File: src/inc/vpm_pkg.sv
// constants for the video pixel encoding mapper
package vpm_pkg;
	localparam int ADDR_W = 8;
	localparam int DATA_W = 32;
	localparam int COMP_W = 12;
	localparam int CNT_W = 16;
	localparam int REP_W = 4;

	// register byte addresses
	localparam logic [7:0] OFS_CTRL = 8'h00;
	localparam logic [7:0] OFS_SINK = 8'h04;
	localparam logic [7:0] OFS_COLOR = 8'h08;
	localparam logic [7:0] OFS_HTIME = 8'h0C;
	localparam logic [7:0] OFS_HSYNC = 8'h10;
	localparam logic [7:0] OFS_VTIME = 8'h14;
	localparam logic [7:0] OFS_VSYNC = 8'h18;
	localparam logic [7:0] OFS_STATUS = 8'h1C;

	// control register fields
	localparam int CTRL_ENABLE = 0;
	localparam int CTRL_MODE_LSB = 1;
	localparam int CTRL_REP_LSB = 3;
	localparam int CTRL_FORCE_REP = 7;
	localparam int CTRL_VGA = 8;
	localparam int CTRL_YQ_FULL = 9;
	localparam int CTRL_BITS_LSB = 10;

	// sink capability register fields
	localparam int SINK_COMPACT = 0;
	localparam int SINK_YCC = 1;
	localparam int SINK_YCC_SEL = 2;

	// colour register fields
	localparam int COLOR_C_LSB = 0;
	localparam int COLOR_EC_LSB = 2;

	// timing register fields: low half and high half
	localparam int LO_LSB = 0;
	localparam int HI_LSB = 16;

	localparam logic [31:0] CTRL_RESET = 32'h0000_0000;
	localparam logic [31:0] ZERO_WORD = 32'h0000_0000;

	// pixel encodings
	localparam logic [1:0] ENC_RGB = 2'h0;
	localparam logic [1:0] ENC_YCC444 = 2'h1;
	localparam logic [1:0] ENC_YCC422 = 2'h2;
	localparam logic [1:0] ENC_COMPACT = 2'h3;

	// link clock mode status values
	localparam logic [2:0] LINK_NORMAL = 3'h3;
	localparam logic [2:0] LINK_COMPACT = 3'h2;

	// repetition limits
	localparam logic [3:0] REP_NONE = 4'h0;
	localparam logic [3:0] REP_DOUBLE = 4'h1;
	localparam logic [3:0] REP_MAX = 4'h9;

	// 4:2:2 component widths and their masks
	localparam logic [1:0] BITS_8 = 2'h0;
	localparam logic [1:0] BITS_10 = 2'h1;
	localparam logic [11:0] MASK_8 = 12'hFF0;
	localparam logic [11:0] MASK_10 = 12'hFFC;
	localparam logic [11:0] MASK_12 = 12'hFFF;

	// quantization and colorimetry codes
	localparam logic [1:0] YQ_LIMITED = 2'h0;
	localparam logic [1:0] YQ_FULL = 2'h1;
	localparam logic [1:0] C_EXTENDED = 2'h3;
	localparam logic [2:0] EC_XV_LAST = 3'h1;
endpackage

File: src/hw/vpm_pixel_mapper.sv
// video pixel encoding mapper: timing, repetition and channel mapping
`timescale 1ns/1ps
module vpm_pixel_mapper (
	input wire logic i_clock,
	input wire logic i_reset,
	input wire logic [7:0] i_addr,
	input wire logic [31:0] i_wdata,
	input wire logic i_write,
	input wire logic i_read,
	output logic [31:0] o_rdata,
	input wire logic [11:0] i_comp_a,
	input wire logic [11:0] i_comp_b,
	input wire logic [11:0] i_comp_c,
	output logic o_pix_ready,
	output logic o_vid_active,
	output logic [7:0] o_ch0,
	output logic [7:0] o_ch1,
	output logic [7:0] o_ch2,
	output logic o_hsync,
	output logic o_vsync,
	output logic [1:0] o_eff_mode,
	output logic [2:0] o_link_mode,
	output logic [3:0] o_repeat_count_field,
	output logic [1:0] o_ycc_quant,
	output logic o_rgb_full_range,
	output logic [1:0] o_colorimetry,
	output logic [2:0] o_ext_colorimetry
);
	logic [31:0] ctrl_reg, sink_reg, color_reg;
	logic [31:0] htime_reg, hsync_reg, vtime_reg, vsync_reg;
	logic [31:0] rdata_reg;
	logic [15:0] h_reg, v_reg;
	logic [3:0] rep_reg;
	logic par_reg, pix_par_reg;
	logic [11:0] y_reg, cb_reg, cr_reg, cr_hold_reg;
	logic [7:0] ch0_reg, ch1_reg, ch2_reg;
	logic act_reg, hs_reg, vs_reg;
	logic [1:0] mode_reg;
	logic [2:0] link_reg;
	logic [3:0] rep_out_reg;
	logic [1:0] yq_reg;
	logic rgbfull_reg;
	logic [1:0] c_reg;
	logic [2:0] ec_reg;
	logic enable, de, fetch, hs_raw, vs_raw, cur_par;
	logic [1:0] req_mode, eff_mode, bits_sel;
	logic [3:0] req_rep, eff_rep;
	logic [11:0] mask, a_m, b_m, c_m, cur_y, cur_cb, cur_cr, cur_g;
	logic [7:0] ch0_next, ch1_next, ch2_next;
	logic [16:0] hs_end, vs_end;
	// register writes
	always_ff @(posedge i_clock) begin
		if (i_reset) begin
			ctrl_reg <= vpm_pkg::CTRL_RESET;
			sink_reg <= vpm_pkg::ZERO_WORD;
			color_reg <= vpm_pkg::ZERO_WORD;
			htime_reg <= vpm_pkg::ZERO_WORD;
			hsync_reg <= vpm_pkg::ZERO_WORD;
			vtime_reg <= vpm_pkg::ZERO_WORD;
			vsync_reg <= vpm_pkg::ZERO_WORD;
		end else if (i_write) begin
			case (i_addr)
				vpm_pkg::OFS_CTRL: ctrl_reg <= i_wdata;
				vpm_pkg::OFS_SINK: sink_reg <= i_wdata;
				vpm_pkg::OFS_COLOR: color_reg <= i_wdata;
				vpm_pkg::OFS_HTIME: htime_reg <= i_wdata;
				vpm_pkg::OFS_HSYNC: hsync_reg <= i_wdata;
				vpm_pkg::OFS_VTIME: vtime_reg <= i_wdata;
				vpm_pkg::OFS_VSYNC: vsync_reg <= i_wdata;
				default: ;
			endcase
		end
	end
	// register reads, data one cycle after the strobe; unmapped reads zero
	always_ff @(posedge i_clock) begin
		if (i_reset) begin
			rdata_reg <= vpm_pkg::ZERO_WORD;
		end else if (i_read) begin
			case (i_addr)
				vpm_pkg::OFS_CTRL: rdata_reg <= ctrl_reg;
				vpm_pkg::OFS_SINK: rdata_reg <= sink_reg;
				vpm_pkg::OFS_COLOR: rdata_reg <= color_reg;
				vpm_pkg::OFS_HTIME: rdata_reg <= htime_reg;
				vpm_pkg::OFS_HSYNC: rdata_reg <= hsync_reg;
				vpm_pkg::OFS_VTIME: rdata_reg <= vtime_reg;
				vpm_pkg::OFS_VSYNC: rdata_reg <= vsync_reg;
				vpm_pkg::OFS_STATUS: rdata_reg <= {16'h0000, act_reg, vs_reg, hs_reg,
					rep_out_reg, link_reg, mode_reg, ec_reg, 1'b0};
				default: rdata_reg <= vpm_pkg::ZERO_WORD;
			endcase
		end else begin
			rdata_reg <= vpm_pkg::ZERO_WORD;
		end
	end
	assign o_rdata = rdata_reg;
	assign enable = ctrl_reg[vpm_pkg::CTRL_ENABLE];
	assign req_mode = ctrl_reg[vpm_pkg::CTRL_MODE_LSB +: 2];
	assign req_rep = ctrl_reg[vpm_pkg::CTRL_REP_LSB +: 4];
	assign bits_sel = ctrl_reg[vpm_pkg::CTRL_BITS_LSB +: 2];
	// a refused encoding falls back to RGB, which every sink accepts
	always_comb begin
		eff_mode = req_mode;
		if (req_mode == vpm_pkg::ENC_COMPACT && !sink_reg[vpm_pkg::SINK_COMPACT]) begin
			eff_mode = vpm_pkg::ENC_RGB;
		end
		if (req_mode != vpm_pkg::ENC_RGB && !sink_reg[vpm_pkg::SINK_YCC]) begin
			eff_mode = vpm_pkg::ENC_RGB;
		end
	end
	// low-rate and interlaced SD formats never go out unrepeated
	always_comb begin
		eff_rep = (req_rep > vpm_pkg::REP_MAX) ? vpm_pkg::REP_MAX : req_rep;
		if (ctrl_reg[vpm_pkg::CTRL_FORCE_REP] && req_rep == vpm_pkg::REP_NONE) begin
			eff_rep = vpm_pkg::REP_DOUBLE;
		end
	end
	// format timing counters, counted in link clocks
	always_ff @(posedge i_clock) begin
		if (i_reset || !enable) begin
			h_reg <= 16'h0000;
			v_reg <= 16'h0000;
		end else if (h_reg >= htime_reg[vpm_pkg::HI_LSB +: 16] - 16'h0001) begin
			h_reg <= 16'h0000;
			if (v_reg >= vtime_reg[vpm_pkg::HI_LSB +: 16] - 16'h0001) begin
				v_reg <= 16'h0000;
			end else begin
				v_reg <= v_reg + 16'h0001;
			end
		end else begin
			h_reg <= h_reg + 16'h0001;
		end
	end
	assign de = enable && h_reg < htime_reg[vpm_pkg::LO_LSB +: 16]
		&& v_reg < vtime_reg[vpm_pkg::LO_LSB +: 16];
	assign hs_end = {1'b0, hsync_reg[vpm_pkg::LO_LSB +: 16]} + {1'b0, hsync_reg[vpm_pkg::HI_LSB +: 16]};
	assign vs_end = {1'b0, vsync_reg[vpm_pkg::LO_LSB +: 16]} + {1'b0, vsync_reg[vpm_pkg::HI_LSB +: 16]};
	assign hs_raw = enable && h_reg >= hsync_reg[vpm_pkg::LO_LSB +: 16] && {1'b0, h_reg} < hs_end;
	assign vs_raw = enable && v_reg >= vsync_reg[vpm_pkg::LO_LSB +: 16] && {1'b0, v_reg} < vs_end;
	// repetition slot: a new pixel is taken only on slot zero
	always_ff @(posedge i_clock) begin
		if (i_reset || !de || rep_reg >= eff_rep) begin
			rep_reg <= vpm_pkg::REP_NONE;
		end else begin
			rep_reg <= rep_reg + 4'h1;
		end
	end
	assign fetch = de && rep_reg == vpm_pkg::REP_NONE;
	assign o_pix_ready = fetch;
	// even/odd pixel parity restarts with every video data period
	always_ff @(posedge i_clock) begin
		if (i_reset || !de) begin
			par_reg <= 1'b0;
			pix_par_reg <= 1'b0;
		end else if (fetch) begin
			par_reg <= ~par_reg;
			pix_par_reg <= par_reg;
		end
	end
	assign cur_par = fetch ? par_reg : pix_par_reg;
	// 4:2:2 components shorter than twelve bits keep their top bits only
	always_comb begin
		case (bits_sel)
			vpm_pkg::BITS_8: mask = vpm_pkg::MASK_8;
			vpm_pkg::BITS_10: mask = vpm_pkg::MASK_10;
			default: mask = vpm_pkg::MASK_12;
		endcase
		if (eff_mode != vpm_pkg::ENC_YCC422) begin
			mask = vpm_pkg::MASK_8;
		end
	end
	assign a_m = i_comp_a & mask;
	assign b_m = i_comp_b & mask;
	assign c_m = i_comp_c & mask;
	// pixel holding registers feed the repeated slots
	always_ff @(posedge i_clock) begin
		if (i_reset) begin
			y_reg <= 12'h000;
			cb_reg <= 12'h000;
			cr_reg <= 12'h000;
			cr_hold_reg <= 12'h000;
		end else if (fetch) begin
			y_reg <= a_m;
			cb_reg <= b_m;
			cr_reg <= c_m;
			if (!par_reg) begin
				cr_hold_reg <= c_m;
			end
		end
	end
	assign cur_y = fetch ? a_m : y_reg;
	assign cur_g = cur_y;
	assign cur_cb = fetch ? b_m : cb_reg;
	assign cur_cr = fetch ? c_m : cr_reg;
	// channel mapping per encoding
	always_comb begin
		ch0_next = 8'h00;
		ch1_next = 8'h00;
		ch2_next = 8'h00;
		case (eff_mode)
			vpm_pkg::ENC_RGB: begin
				ch2_next = cur_y[11:4];
				ch1_next = cur_cb[11:4];
				ch0_next = cur_cr[11:4];
			end
			vpm_pkg::ENC_YCC444: begin
				ch2_next = cur_cr[11:4];
				ch1_next = cur_g[11:4];
				ch0_next = cur_cb[11:4];
			end
			vpm_pkg::ENC_YCC422: begin
				ch1_next = cur_y[11:4];
				ch0_next[3:0] = cur_y[3:0];
				if (!cur_par) begin
					ch0_next[7:4] = cur_cb[3:0];
					ch2_next = cur_cb[11:4];
				end else begin
					ch0_next[7:4] = cr_hold_reg[3:0];
					ch2_next = cr_hold_reg[11:4];
				end
			end
			vpm_pkg::ENC_COMPACT: begin
				ch0_next = cur_y[11:4];
				ch1_next = cur_par ? cr_hold_reg[11:4] : cur_cb[11:4];
			end
			default: ;
		endcase
		if (!de) begin
			ch0_next = 8'h00;
			ch1_next = 8'h00;
			ch2_next = 8'h00;
		end
	end
	// outputs registered together so the first pixel meets the first active clock
	always_ff @(posedge i_clock) begin
		if (i_reset) begin
			act_reg <= 1'b0;
			ch0_reg <= 8'h00;
			ch1_reg <= 8'h00;
			ch2_reg <= 8'h00;
		end else begin
			act_reg <= de;
			ch0_reg <= ch0_next;
			ch1_reg <= ch1_next;
			ch2_reg <= ch2_next;
		end
	end
	// syncs are not carried during video data, so they freeze there
	always_ff @(posedge i_clock) begin
		if (i_reset) begin
			hs_reg <= 1'b0;
			vs_reg <= 1'b0;
		end else if (!de) begin
			hs_reg <= hs_raw;
			vs_reg <= vs_raw;
		end
	end
	// signalled fields for the infoframe and status path
	always_ff @(posedge i_clock) begin
		if (i_reset) begin
			mode_reg <= vpm_pkg::ENC_RGB;
			link_reg <= vpm_pkg::LINK_NORMAL;
			rep_out_reg <= vpm_pkg::REP_NONE;
			yq_reg <= vpm_pkg::YQ_LIMITED;
			rgbfull_reg <= 1'b0;
			c_reg <= 2'h0;
			ec_reg <= 3'h0;
		end else begin
			mode_reg <= eff_mode;
			link_reg <= (eff_mode == vpm_pkg::ENC_COMPACT) ?
				vpm_pkg::LINK_COMPACT : vpm_pkg::LINK_NORMAL;
			rep_out_reg <= eff_rep;
			if (!sink_reg[vpm_pkg::SINK_YCC_SEL]) begin
				yq_reg <= vpm_pkg::YQ_LIMITED;
			end else begin
				yq_reg <= ctrl_reg[vpm_pkg::CTRL_YQ_FULL] ?
					vpm_pkg::YQ_FULL : vpm_pkg::YQ_LIMITED;
			end
			rgbfull_reg <= ctrl_reg[vpm_pkg::CTRL_VGA];
			if (color_reg[vpm_pkg::COLOR_C_LSB +: 2] == vpm_pkg::C_EXTENDED
				&& color_reg[vpm_pkg::COLOR_EC_LSB +: 3] <= vpm_pkg::EC_XV_LAST) begin
				c_reg <= 2'h0;
				ec_reg <= 3'h0;
			end else begin
				c_reg <= color_reg[vpm_pkg::COLOR_C_LSB +: 2];
				ec_reg <= color_reg[vpm_pkg::COLOR_EC_LSB +: 3];
			end
		end
	end
	assign o_vid_active = act_reg;
	assign o_ch0 = ch0_reg;
	assign o_ch1 = ch1_reg;
	assign o_ch2 = ch2_reg;
	assign o_hsync = hs_reg;
	assign o_vsync = vs_reg;
	assign o_eff_mode = mode_reg;
	assign o_link_mode = link_reg;
	assign o_repeat_count_field = rep_out_reg;
	assign o_ycc_quant = yq_reg;
	assign o_rgb_full_range = rgbfull_reg;
	assign o_colorimetry = c_reg;
	assign o_ext_colorimetry = ec_reg;

	AST_REP_REPORTED: assert property (@(posedge i_clock) disable iff (i_reset)
		##1 o_repeat_count_field == $past(eff_rep))
		else $error("reported repetition differs from repetition in use");
	AST_SD_REPEATED: assert property (@(posedge i_clock) disable iff (i_reset)
		ctrl_reg[vpm_pkg::CTRL_FORCE_REP] |=> o_repeat_count_field != vpm_pkg::REP_NONE)
		else $error("forced-repetition format sent unrepeated");
	AST_SLOT_BOUND: assert property (@(posedge i_clock) disable iff (i_reset)
		rep_reg <= eff_rep || !$stable(eff_rep) || !$past(de))
		else $error("repetition slot beyond count");
	AST_DOUBLE_SAME: assert property (@(posedge i_clock) disable iff (i_reset)
		(de && rep_reg == vpm_pkg::REP_DOUBLE && $stable(eff_mode))
		|=> o_ch0 == $past(o_ch0) && o_ch1 == $past(o_ch1) && o_ch2 == $past(o_ch2))
		else $error("repeated clock differs from its original");
	AST_FIRST_RGB: assert property (@(posedge i_clock) disable iff (i_reset)
		(fetch && eff_mode == vpm_pkg::ENC_RGB)
		|=> o_vid_active && o_ch2 == $past(i_comp_a[11:4]) && o_ch1 == $past(i_comp_b[11:4]))
		else $error("RGB pixel not on its clock");
	AST_LUMA_422: assert property (@(posedge i_clock) disable iff (i_reset)
		(fetch && eff_mode == vpm_pkg::ENC_YCC422)
		|=> o_ch1 == $past(a_m[11:4]) && o_ch0[3:0] == $past(a_m[3:0]))
		else $error("4:2:2 luma misplaced");
	AST_CR_ODD: assert property (@(posedge i_clock) disable iff (i_reset)
		(fetch && !par_reg && eff_mode == vpm_pkg::ENC_YCC422 && eff_rep == vpm_pkg::REP_NONE)
		##1 (fetch && $stable(eff_mode)) |=> o_ch2 == $past(i_comp_c[11:4], 2))
		else $error("Cr of even pixel missing on odd clock");
	AST_LINK_CODE: assert property (@(posedge i_clock) disable iff (i_reset)
		(o_eff_mode == vpm_pkg::ENC_COMPACT) == (o_link_mode == vpm_pkg::LINK_COMPACT)
		&& (o_link_mode == vpm_pkg::LINK_COMPACT || o_link_mode == vpm_pkg::LINK_NORMAL))
		else $error("link mode does not match encoding");
	AST_YCC_LIMITED: assert property (@(posedge i_clock) disable iff (i_reset)
		!sink_reg[vpm_pkg::SINK_YCC_SEL] |=> o_ycc_quant == vpm_pkg::YQ_LIMITED)
		else $error("full range YCbCr to non-selectable sink");
	AST_NO_EXTENDED_GAMUT_YCC: assert property (@(posedge i_clock) disable iff (i_reset)
		!(o_colorimetry == vpm_pkg::C_EXTENDED && o_ext_colorimetry <= vpm_pkg::EC_XV_LAST))
		else $error("extended-gamut YCC announced");
	AST_SYNC_HOLD: assert property (@(posedge i_clock) disable iff (i_reset)
		(de && $past(de)) |=> $stable(o_hsync) && $stable(o_vsync))
		else $error("sync moved during video data");
	AST_CAP_GATE: assert property (@(posedge i_clock) disable iff (i_reset)
		(!sink_reg[vpm_pkg::SINK_YCC] && $stable(sink_reg)) |=> o_eff_mode == vpm_pkg::ENC_RGB)
		else $error("YCbCr sent to sink without support");
endmodule // vpm_pixel_mapper

File: config.mk
export PLATFORM = sky130hd
export DESIGN_NAME = vpm_pixel_mapper
export DESIGN_NICKNAME = d
export VERILOG_FILES = /design/src/inc/vpm_pkg.sv /design/src/hw/vpm_pixel_mapper.sv
export SDC_FILE = /design/constraint.sdc
export NUM_CORES = 1
export LEC_CHECK = 0
export BUFFER_PORTS_ARGS = -buffer_cell sky130_fd_sc_hd__buf_2
export CAP_MARGIN = 20
export CORE_AREA = 5 5 188 190
export DETAILED_ROUTE_END_ITERATION = 10
export DIE_AREA = 0 0 193 195
export GPL_TIMING_DRIVEN = 0
export PLACE_DENSITY = 0.78
export SYNTH_ARGS = -nofsm -noshare
export SYNTH_HDL_FRONTEND = slang
export SYNTH_SLANG_ARGS = --single-unit
export TNS_END_PERCENT = 1
File: constraint.sdc
create_clock -name i_clock -period 6.5 [get_ports i_clock]
set_input_delay 0.975 -clock i_clock [delete_from_list [all_inputs] [get_ports i_clock]]
set_output_delay 0.975 -clock i_clock [all_outputs]
set_load 0.01 [all_outputs]
; ---- Word level (Yosys, flattened, before mapping)
; Index checks and enable logic that the tools add are counted.
; Widths: inputs -> output; s select.
[word_totals]
ff_bits = 386
wordCells = 127
out_inout_bits = 77
[classes]
n_reduce_logical = 38
bitwise = 7
order_cmp = 11
n_eq_ne = 14
mux = 19
addsub = 7
[ops]
columns = op, count
row1 = $pmux 32 s8, 1
row2 = $ge 16x16->1, 4
row3 = $mux 12, 4
row4 = $pmux 8 s3, 2
row5 = $and 12x12->12, 3
row6 = $add 16x16->17, 2
row7 = $lt 16x17->1, 2
row8 = $add 16x1->16 const B, 2
row9 = $eq 8x5->1 const B, 4
row10 = $lt 16x16->1, 2
row11 = $pmux 8 s4, 1
row12 = $sub 16x1->16 const B, 2
row13 = $eq 8x4->1 const B, 2
row14 = $mux 16, 1
row15 = $reduce_and 2->1, 8
row16 = $mux 4, 3
row17 = $reduce_or 2->1, 6
row18 = $logic_and 1x1->1, 11
row19 = $eq 2x2->1 const B, 4
row20 = $eq 8x3->1 const B, 1
row21 = $logic_not 4->1, 2
row22 = $logic_not 8->1, 1
row23 = $mux 8, 1
row24 = $pmux 4 s2, 1
row25 = other kinds (13), 26

; ---- Logic depth before layout (Yosys ltp)
; Gate-level depths: netlist of run 1.
[depth]
ltp_word = 10
ltp_mapped = 18
depth_no_buf = 18

; ---- Worst setup path after synthesis of run 1
; OpenSTA, ideal clock, no wires.
[synth_timing]
kind = flip-flop to flip-flop
startpoint = reg htime_reg[18]
endpoint = reg v_reg[12]
path_stages_with_launch = 19
arrival_ps = 3470
slack_ps = 2902
required_ps = 6372
path_buffers = 2
setup_ps = 128
path_cell_list = dfxtp_1 > or4_1 > nor2_1 > nand2_1 > nor3_1 > nand2b_1 > nor4_1 > xnor2_1 > ha_1 > a21oi_1 > nor2b_1 > o21ai_0 > o211ai_1 > a41oi_1 > clkbuf_1 > clkbuf_1 > nor3_1 > xnor2_1 > nor2_1
[synth_between]
elab_chain_cells = 2
[synth_lines]
columns = element, line_no
row1 = from (decl), vpm_pixel_mapper.sv:30  ; logic [31:0] htime_reg, hsync_reg, vtime_reg, vsync_reg;
row2 = from (signal assigned), vpm_pixel_mapper.sv:57  ; htime_reg <= vpm_pkg::ZERO_WORD;
row3 = from (signal assigned), vpm_pixel_mapper.sv:66  ; vpm_pkg::OFS_HTIME: htime_reg <= i_wdata;
row4 = $sub 16x1->16, vpm_pixel_mapper.sv:122  ; end else if (h_reg >= htime_reg[vpm_pkg::HI_LSB +: 16] - 16'h0001) begin
row5 = $ge 16x16->1, vpm_pixel_mapper.sv:122
row6 = to (signal assigned), vpm_pixel_mapper.sv:127  ; v_reg <= v_reg + 16'h0001;
row7 = to (decl), vpm_pixel_mapper.sv:32  ; logic [15:0] h_reg, v_reg;
; Every way passes these cells.
; A chain may end at the register's enable or synchronous reset.

; ---- Worst setup path in the final report of run 1
[layout_timing]
startpoint = reg htime_reg[18]
endpoint = reg v_reg[14]
; The elaborated chain is that of the path after synthesis.

==> results.cfg, run 1 <==
[status]
status = complete, no violations

[power_and_ir_drop]
power_leakage_nw = 8.51
ir_worst_vdd_mv = 0.227
p_int_w = 0.00379
power_switching_share_pct = 22.9
sequentialPowerShare_pct = 47.3
power_frac_clock_pct = 49.8
power_switching_w = 0.00113
powerDensity_nw_per_um2 = 222
pwr-share-comb_pct = 2.8

[flow_run]
drv_cap = 0

[synthesis]
ys.warnings.count = 0
ys_ff_latch = 379
synth_ff_type = dfxtp_1
synth.avg_cell_area_sq_um = 8.15
synth_cells = 2382
async_flop_share_pct = 0
synth_edf_count = 0
syn_area_sq_um = 19400
ys_types = 65
yosysSeqAreaShare_pct = 39.1

[final_layout]
drive_above_1_share_pct = 10.1
fillers = 2771
area_growth_pct = 14.3
layout_common_cells = nand2_1, dfxtp_1, a21oi_1
final_common_cell = nand2_1
multi_input_comb_area_sq_um = 10900
nets = 2831
layout.area.seq_sq_um = 7590
final_cell_area_sq_um = 22200

[worst_hold_path]
min_path_type = flip-flop to flip-flop
hold_start = cr_hold_reg[11]

[place]
port_buffers = 151
place_congestion = 1.02
hpwl_um = 54700
postPlaceCellArea_sq_um = 20800
pre_cts_ws_ps = 1520

[setup_path]
crit_required_ps = 6920
endpoint_kind = flip-flop
arrival_ps = 5540
crit_start = htime_reg[18]
crit_type = flip-flop to flip-flop
reg2reg_from = htime_reg[18]
worstPathMaxFanout = 10
cp-start-kind = flip-flop

[drt]
drtIter0Drc = 2257
postRouteWirelength_um = 73000
post_drt_wl_per_cell_um = 23.8
drt-vias-per-instance = 6.42
firstDrtPassIters = 8
ant_nets = 0
vias = 19700
drc = 0

[floorplan]
fp.dieH_um = 195
die_x_um = 193
io-pin-count = 157
initial_core_util_pct = 58.3
row_count = 67
die_area_sq_um = 37600
coreArea_sq_um = 33300

[clock_network]
clockBufferDepth = 3
cts_inserted_buffers = 41
htree_levels = 2
path_clk_slew_ps = 60
postCtsSetupRepairBufs = 0
tritoncts = yes
hold_buffers = 0
post_cts_resized = 0
cts_sinks = 379
worstSkewPairLatency_ps = 570
cts-root-buf = clkbuf_16

[global_routing]
antenna_found_initial = 6
globalRoute.totalOverflow = 0
grt_max_degree = 15
grt_pass1_vias = 18900
track_usage_pct = 37.5
grt_pass1_wl_um = 109000

[sta]
slew_violations = 0
rsz0062_at_grt = no
fin_setup_tns_ps = 0
fin_crit_ps = 5120
setup_ws_ps = 1380
max_freq_mhz = 195
setup_viol = 0
fin_crit_sh_pct = 78.8
maxSlewHeadroom_pct = 27.7
hold_ws_ps = 449
fin_skew_ps = 27.6
worst_pin_slew_ps = 1080
hold_viol = 0
## critical path, stage by stage (launching register included)
cell and delay [ps]:
dfxtp_1 420, or4_1 590, nor2_1 150, nand2_1 130
nor3_1 280, nand2b_1 140, nor4_1 270, xnor2_1 170
ha_1 270, a21oi_1 150, nor2b_1 60, o21ai_0 160
o211ai_1 130, a41oi_1 600, clkbuf_1 450, clkbuf_1 620
nor3_1 160, xnor2_1 180, nor2_1 70
## cell type report
cell class / count / area share [%]
Multi-Input combinational cell: 1767 / 49.2
Sequential cell: 379 / 34.2
Clock inverter: 21 / 1.11
Inverter: 96 / 1.62
Buffer: 141 / 2.58
Timing Repair Buffer: 153 / 3.51
Tap cell: 448 / 2.53
Clock buffer: 54 / 5.25
Antenna cell: 2 / 0.0226
## power groups by stage
stage	combinational (W)	sequential, W	clock [W]
after floorplan	0.0000449	0.00238	0
after global placement	0.000128	0.00238	0
after detailed placement	0.000130	0.00238	0
after CTS	0.000131	0.00233	0.00244
after global routing	0.000142	0.00233	0.00254
final	0.000139	0.00233	0.00245
## Yosys cell counts (9+ instances only)
cell	instances	area [sq um]
nor2b_1	22	138
a21o_1	36	270
dfxtp_1	379	7590
a31oi_1	22	138
a222oi_1	19	190
nand2_1	545	2050
mux2_2	16	180
a22oi_1	90	676
nand4_1	25	156
or3_1	9	56.3
a221oi_1	15	131
nor3_1	25	125
nand3_1	22	110
xor2_1	33	289
a41oi_1	15	131
mux2i_1	18	180
nor2_1	109	409
ha_1	170	2130
o21ai_0	44	220
clkbuf_1	125	469
inv_1	96	360
nand2b_1	25	156
a21oi_1	310	1550
xnor2_1	50	438
o21a_1	9	67.6
## routing by layer
layer | share of wire (%) | GRT usage (%) | routed length [um] | vias to the layer above
met5 | 0.048 | 0 | 35 | -
met4 | 7.9 | 23.2 | 5780 | 8
met3 | 12 | 9.27 | 8600 | 375
met2 | 43 | 58.1 | 31600 | 1361
met1 | 37 | 47.0 | 27000 | 9158
li1 | - | - | - | 8752
## through the flow
| stage | power [W] | util [%] | instances |
|---|---|---|---|
| 2_1_floorplan | 0.00242 | - | 2383 |
| 3_3_place_gp | 0.00251 | 62.3 | 2982 |
| 3_5_place_dp | 0.00251 | 62.4 | 2984 |
| 4_1_cts | 0.00490 | 66.6 | 3059 |
| 5_1_grt | 0.00501 | 66.7 | 3060 |
| 6_report | 0.00491 | 66.7 | 3061 |
## cell families after synthesis
kind of cell	synth area share, %
compound gates	21.0
simple gates	18.3
other cells	0.0387
fa+ha+maj	11.2
buf+inv	4.80
mux	1.86
xor+xnor	3.74
flops	39.1
## final timing paths
path	end	slack, ps	cells past startpoint
hold / removal	cr_hold_reg[11]	450	2
setup reg to reg	v_reg[14]	1380	18
setup / recovery	v_reg[14]	1380	18
hold reg to reg	cr_hold_reg[11]	450	2
Note: power is estimated with default switching activity, not from simulation.
==> inputs of run 2 (changes only) <==
--- a/config.mk
+++ b/config.mk
@@ -5,11 +5,12 @@
 export SDC_FILE = /design/constraint.sdc
 export NUM_CORES = 1
 export LEC_CHECK = 0
+export ABC_AREA = 1
 export BUFFER_PORTS_ARGS = -buffer_cell sky130_fd_sc_hd__buf_2
 export CAP_MARGIN = 20
-export CORE_AREA = 5 5 188 190
+export CORE_AREA = 5 5 193 195
 export DETAILED_ROUTE_END_ITERATION = 10
-export DIE_AREA = 0 0 193 195
+export DIE_AREA = 0 0 198 200
 export GPL_TIMING_DRIVEN = 0
 export PLACE_DENSITY = 0.78
 export SYNTH_ARGS = -nofsm -noshare
==> constraint.sdc (replaced) <==
create_clock -name i_clock -period 4.98 [get_ports i_clock]
set_input_delay 0.747 -clock i_clock [delete_from_list [all_inputs] [get_ports i_clock]]
set_output_delay 0.747 -clock i_clock [all_outputs]
set_load 0.01 [all_outputs]
==> run 2 against run 1 <==
Net effect:
- critical endpoint is now v_reg[2]
- sequential share of layout area shrank 1.5 points
- via count rose by 7.2%
- sequential power up 30%
- die area grew 5.2%
- flip-flop and latch count is the same
==> results.cfg, run 2 <==
[status]
status = complete, no violations

[final_layout]
fillers = 3165
drive_above_1_share_pct = 10.6
layout_common_cells = inv_1, dfxtp_1, a21oi_1
final_cell_area_sq_um = 23200
multi_input_comb_area_sq_um = 10800
area_growth_pct = 13.3
final_common_cell = inv_1
layout.area.seq_sq_um = 7590
final_util_pct = 65.8
nets = 3219

[synthesis]
yosys.area_share.simple_pct = 18.5
synth_cells = 2770
synth-compound-area-share_pct = 20.7
synth_edf_count = 0
synth.most_common_cell = inv_1
ys.warnings.count = 0
yosys.area_share.xor_xnor_pct = 2.65
ys_types = 57
synth_top_family_by_area = compound AO/OA/AOI/OAI gates
synthTopCellsByCount = inv_1, dfxtp_1, a21oi_1, nand2_1, o21ai_0
synth.avg_cell_area_sq_um = 7.39
synth_top_cell_by_area = dfxtp_1
yosysSeqAreaShare_pct = 37.1
muxShareOfSynthArea_pct = 0
syn_area_sq_um = 20500
synth_ff_type = dfxtp_1
synth_area_leaders = dfxtp_1, ha_1, a21oi_1, inv_1, o21ai_0
synth_fa_ha_area_share_pct = 10.6
async_flop_share_pct = 0
ys_ff_latch = 379
synth_top_area_share_pct = 37.1

[drt]
postRouteWirelength_um = 80100
wl_met3_um = 9450
drc = 0
firstDrtPassIters = 7
post_drt_wl_per_cell_um = 23.2
wl_met1_um = 30400
topRoutingLayerUsed = met5
vias = 21100
wl_met2_um = 34300
drtIter0Drc = 2542
drt-vias-per-instance = 6.09
ant_nets = 0

[setup_path]
endpoint_kind = flip-flop
crit_required_ps = 5460
r2r_cells = 20
crit_start = htime_reg[17]
worstPathMaxFanout = 10
crit_end = v_reg[2]
rr_endpoint = v_reg[2]
r2r_setup_slack_ps = 720
arrival_ps = 4730
reg2reg_from = htime_reg[17]
cp-start-kind = flip-flop
crit_type = flip-flop to flip-flop

[clock_network]
hold_buffers = 0
post_cts_resized = 0
path_clk_slew_ps = 60
clockBufferDepth = 3
cts_inserted_buffers = 41
cts_sinks = 379
worstSkewPairLatency_ps = 600
tritoncts = yes
postCtsSetupRepairBufs = 0
htree_levels = 2
cts-root-buf = clkbuf_16

[sta]
maxSlewHeadroom_pct = 42.1
fin_crit_sh_pct = 85.5
fin_setup_tns_ps = 0
rsz0062_at_grt = no
slew_violations = 0
fin_crit_ps = 4260
setup_viol = 0
max_freq_mhz = 235
worst_pin_slew_ps = 869
fin_skew_ps = 39.6
hold_viol = 0
hold_ws_ps = 450

[place]
port_buffers = 153
postPlaceCellArea_sq_um = 21800
place_congestion = 1.16
hpwl_um = 60900

[power_and_ir_drop]
p_total_w = 0.00649
ir_worst_vdd_mv = 0.300
power_leakage_nw = 10.0
powerDensity_nw_per_um2 = 280

[floorplan]
coreArea_sq_um = 35200
die_x_um = 198
die_area_sq_um = 39600
row_count = 69
io-pin-count = 157
fp.dieH_um = 200
initial_core_util_pct = 58.1

[global_routing]
antenna_found_initial = 4
track_usage_pct = 39.2
globalRoute.totalOverflow = 0
grt_max_degree = 16
grt_pass1_vias = 19500
grt_pass1_wl_um = 117000

[flow_run]
drv_cap = 0

[worst_hold_path]
min_path_type = flip-flop to flip-flop
==> run 2: cell types whose count changed after synthesis, moves of 90 or more <==
cell / change
a22oi_1: -90
nand3_1: +115
nor2_1: +104
inv_1: +295
nand2_1: -217
o21ai_0: +240
==> run 2: worst min path at each step <==
stage / slack [ps] / endpoint / start / cells after the start
after detailed placement: 440 / color_reg[20] / color_reg[20] / 2
after floorplan: 420 / color_reg[15] / color_reg[15] / 2
final: 450 / ctrl_reg[12] / ctrl_reg[12] / 2
after global routing: 470 / sink_reg[25] / sink_reg[25] / 2
after CTS: 450 / color_reg[20] / color_reg[20] / 2
after global placement: 430 / color_reg[29] / color_reg[29] / 2
==> run 2: metrics by stage <==
| step | cells | setup slack, ps |
|---|---|---|
| 2_1_floorplan | 2771 | 2000 |
| 3_3_place_gp | 3385 | 971 |
| 3_5_place_dp | 3385 | 824 |
| 4_1_cts | 3455 | 762 |
| 5_1_grt | 3455 | 337 |
| 6_report | 3459 | 724 |
==> run 2: metal layers <==
| layer | global-route usage (%) | vias to the layer above |
|---|---|---|
| met5 | 0 | - |
| met4 | 22.7 | 6 |
| met3 | 9.85 | 350 |
| met2 | 60.6 | 1360 |
| met1 | 50.1 | 9657 |
| li1 | - | 9691 |
==> run 2: critical path, stage by stage, from the launching register on <==
cell      delay, ps
dfxtp_1         400
inv_1           150
nand3_1         130
nor3_1          270
nand2_1         140
inv_1            90
nand3_1         100
nor3_1          270
nand3_1         150
xor2_1          160
inv_1            70
ha_1            310
a21oi_1         150
o21ai_0         110
a21oi_1         140
nand3_1         250
nor2_1          460
inv_2           240
nand2_1         230
inv_2           140
a211oi_1        200
==> run 2: logic make-up after synthesis <==
group | Yosys count
and+or+nand+nor | 834
AOI/OAI and AO/OA | 786
buffers and inverters | 535
DFF | 379
adders and majority gates | 172
xor gates and xnor gates | 62
other | 2
==> run 2: final cells by class <==
cell class,instances,area share [%]
multi-input combinational,1857,46.4
sequential,379,32.7
inverter,406,6.57
clock buffer,52,4.90
timing repair buffer,153,3.30
buffer,129,2.55
tap,461,2.49
clock inverter,18,1.01
antenna,4,0.0432
==> run 2: power breakdown <==
group	internal, W	switching (W)
Clock	0.00187	0.00132
Combinational	0.0000612	0.000191
Sequential	0.00304	0.00000348
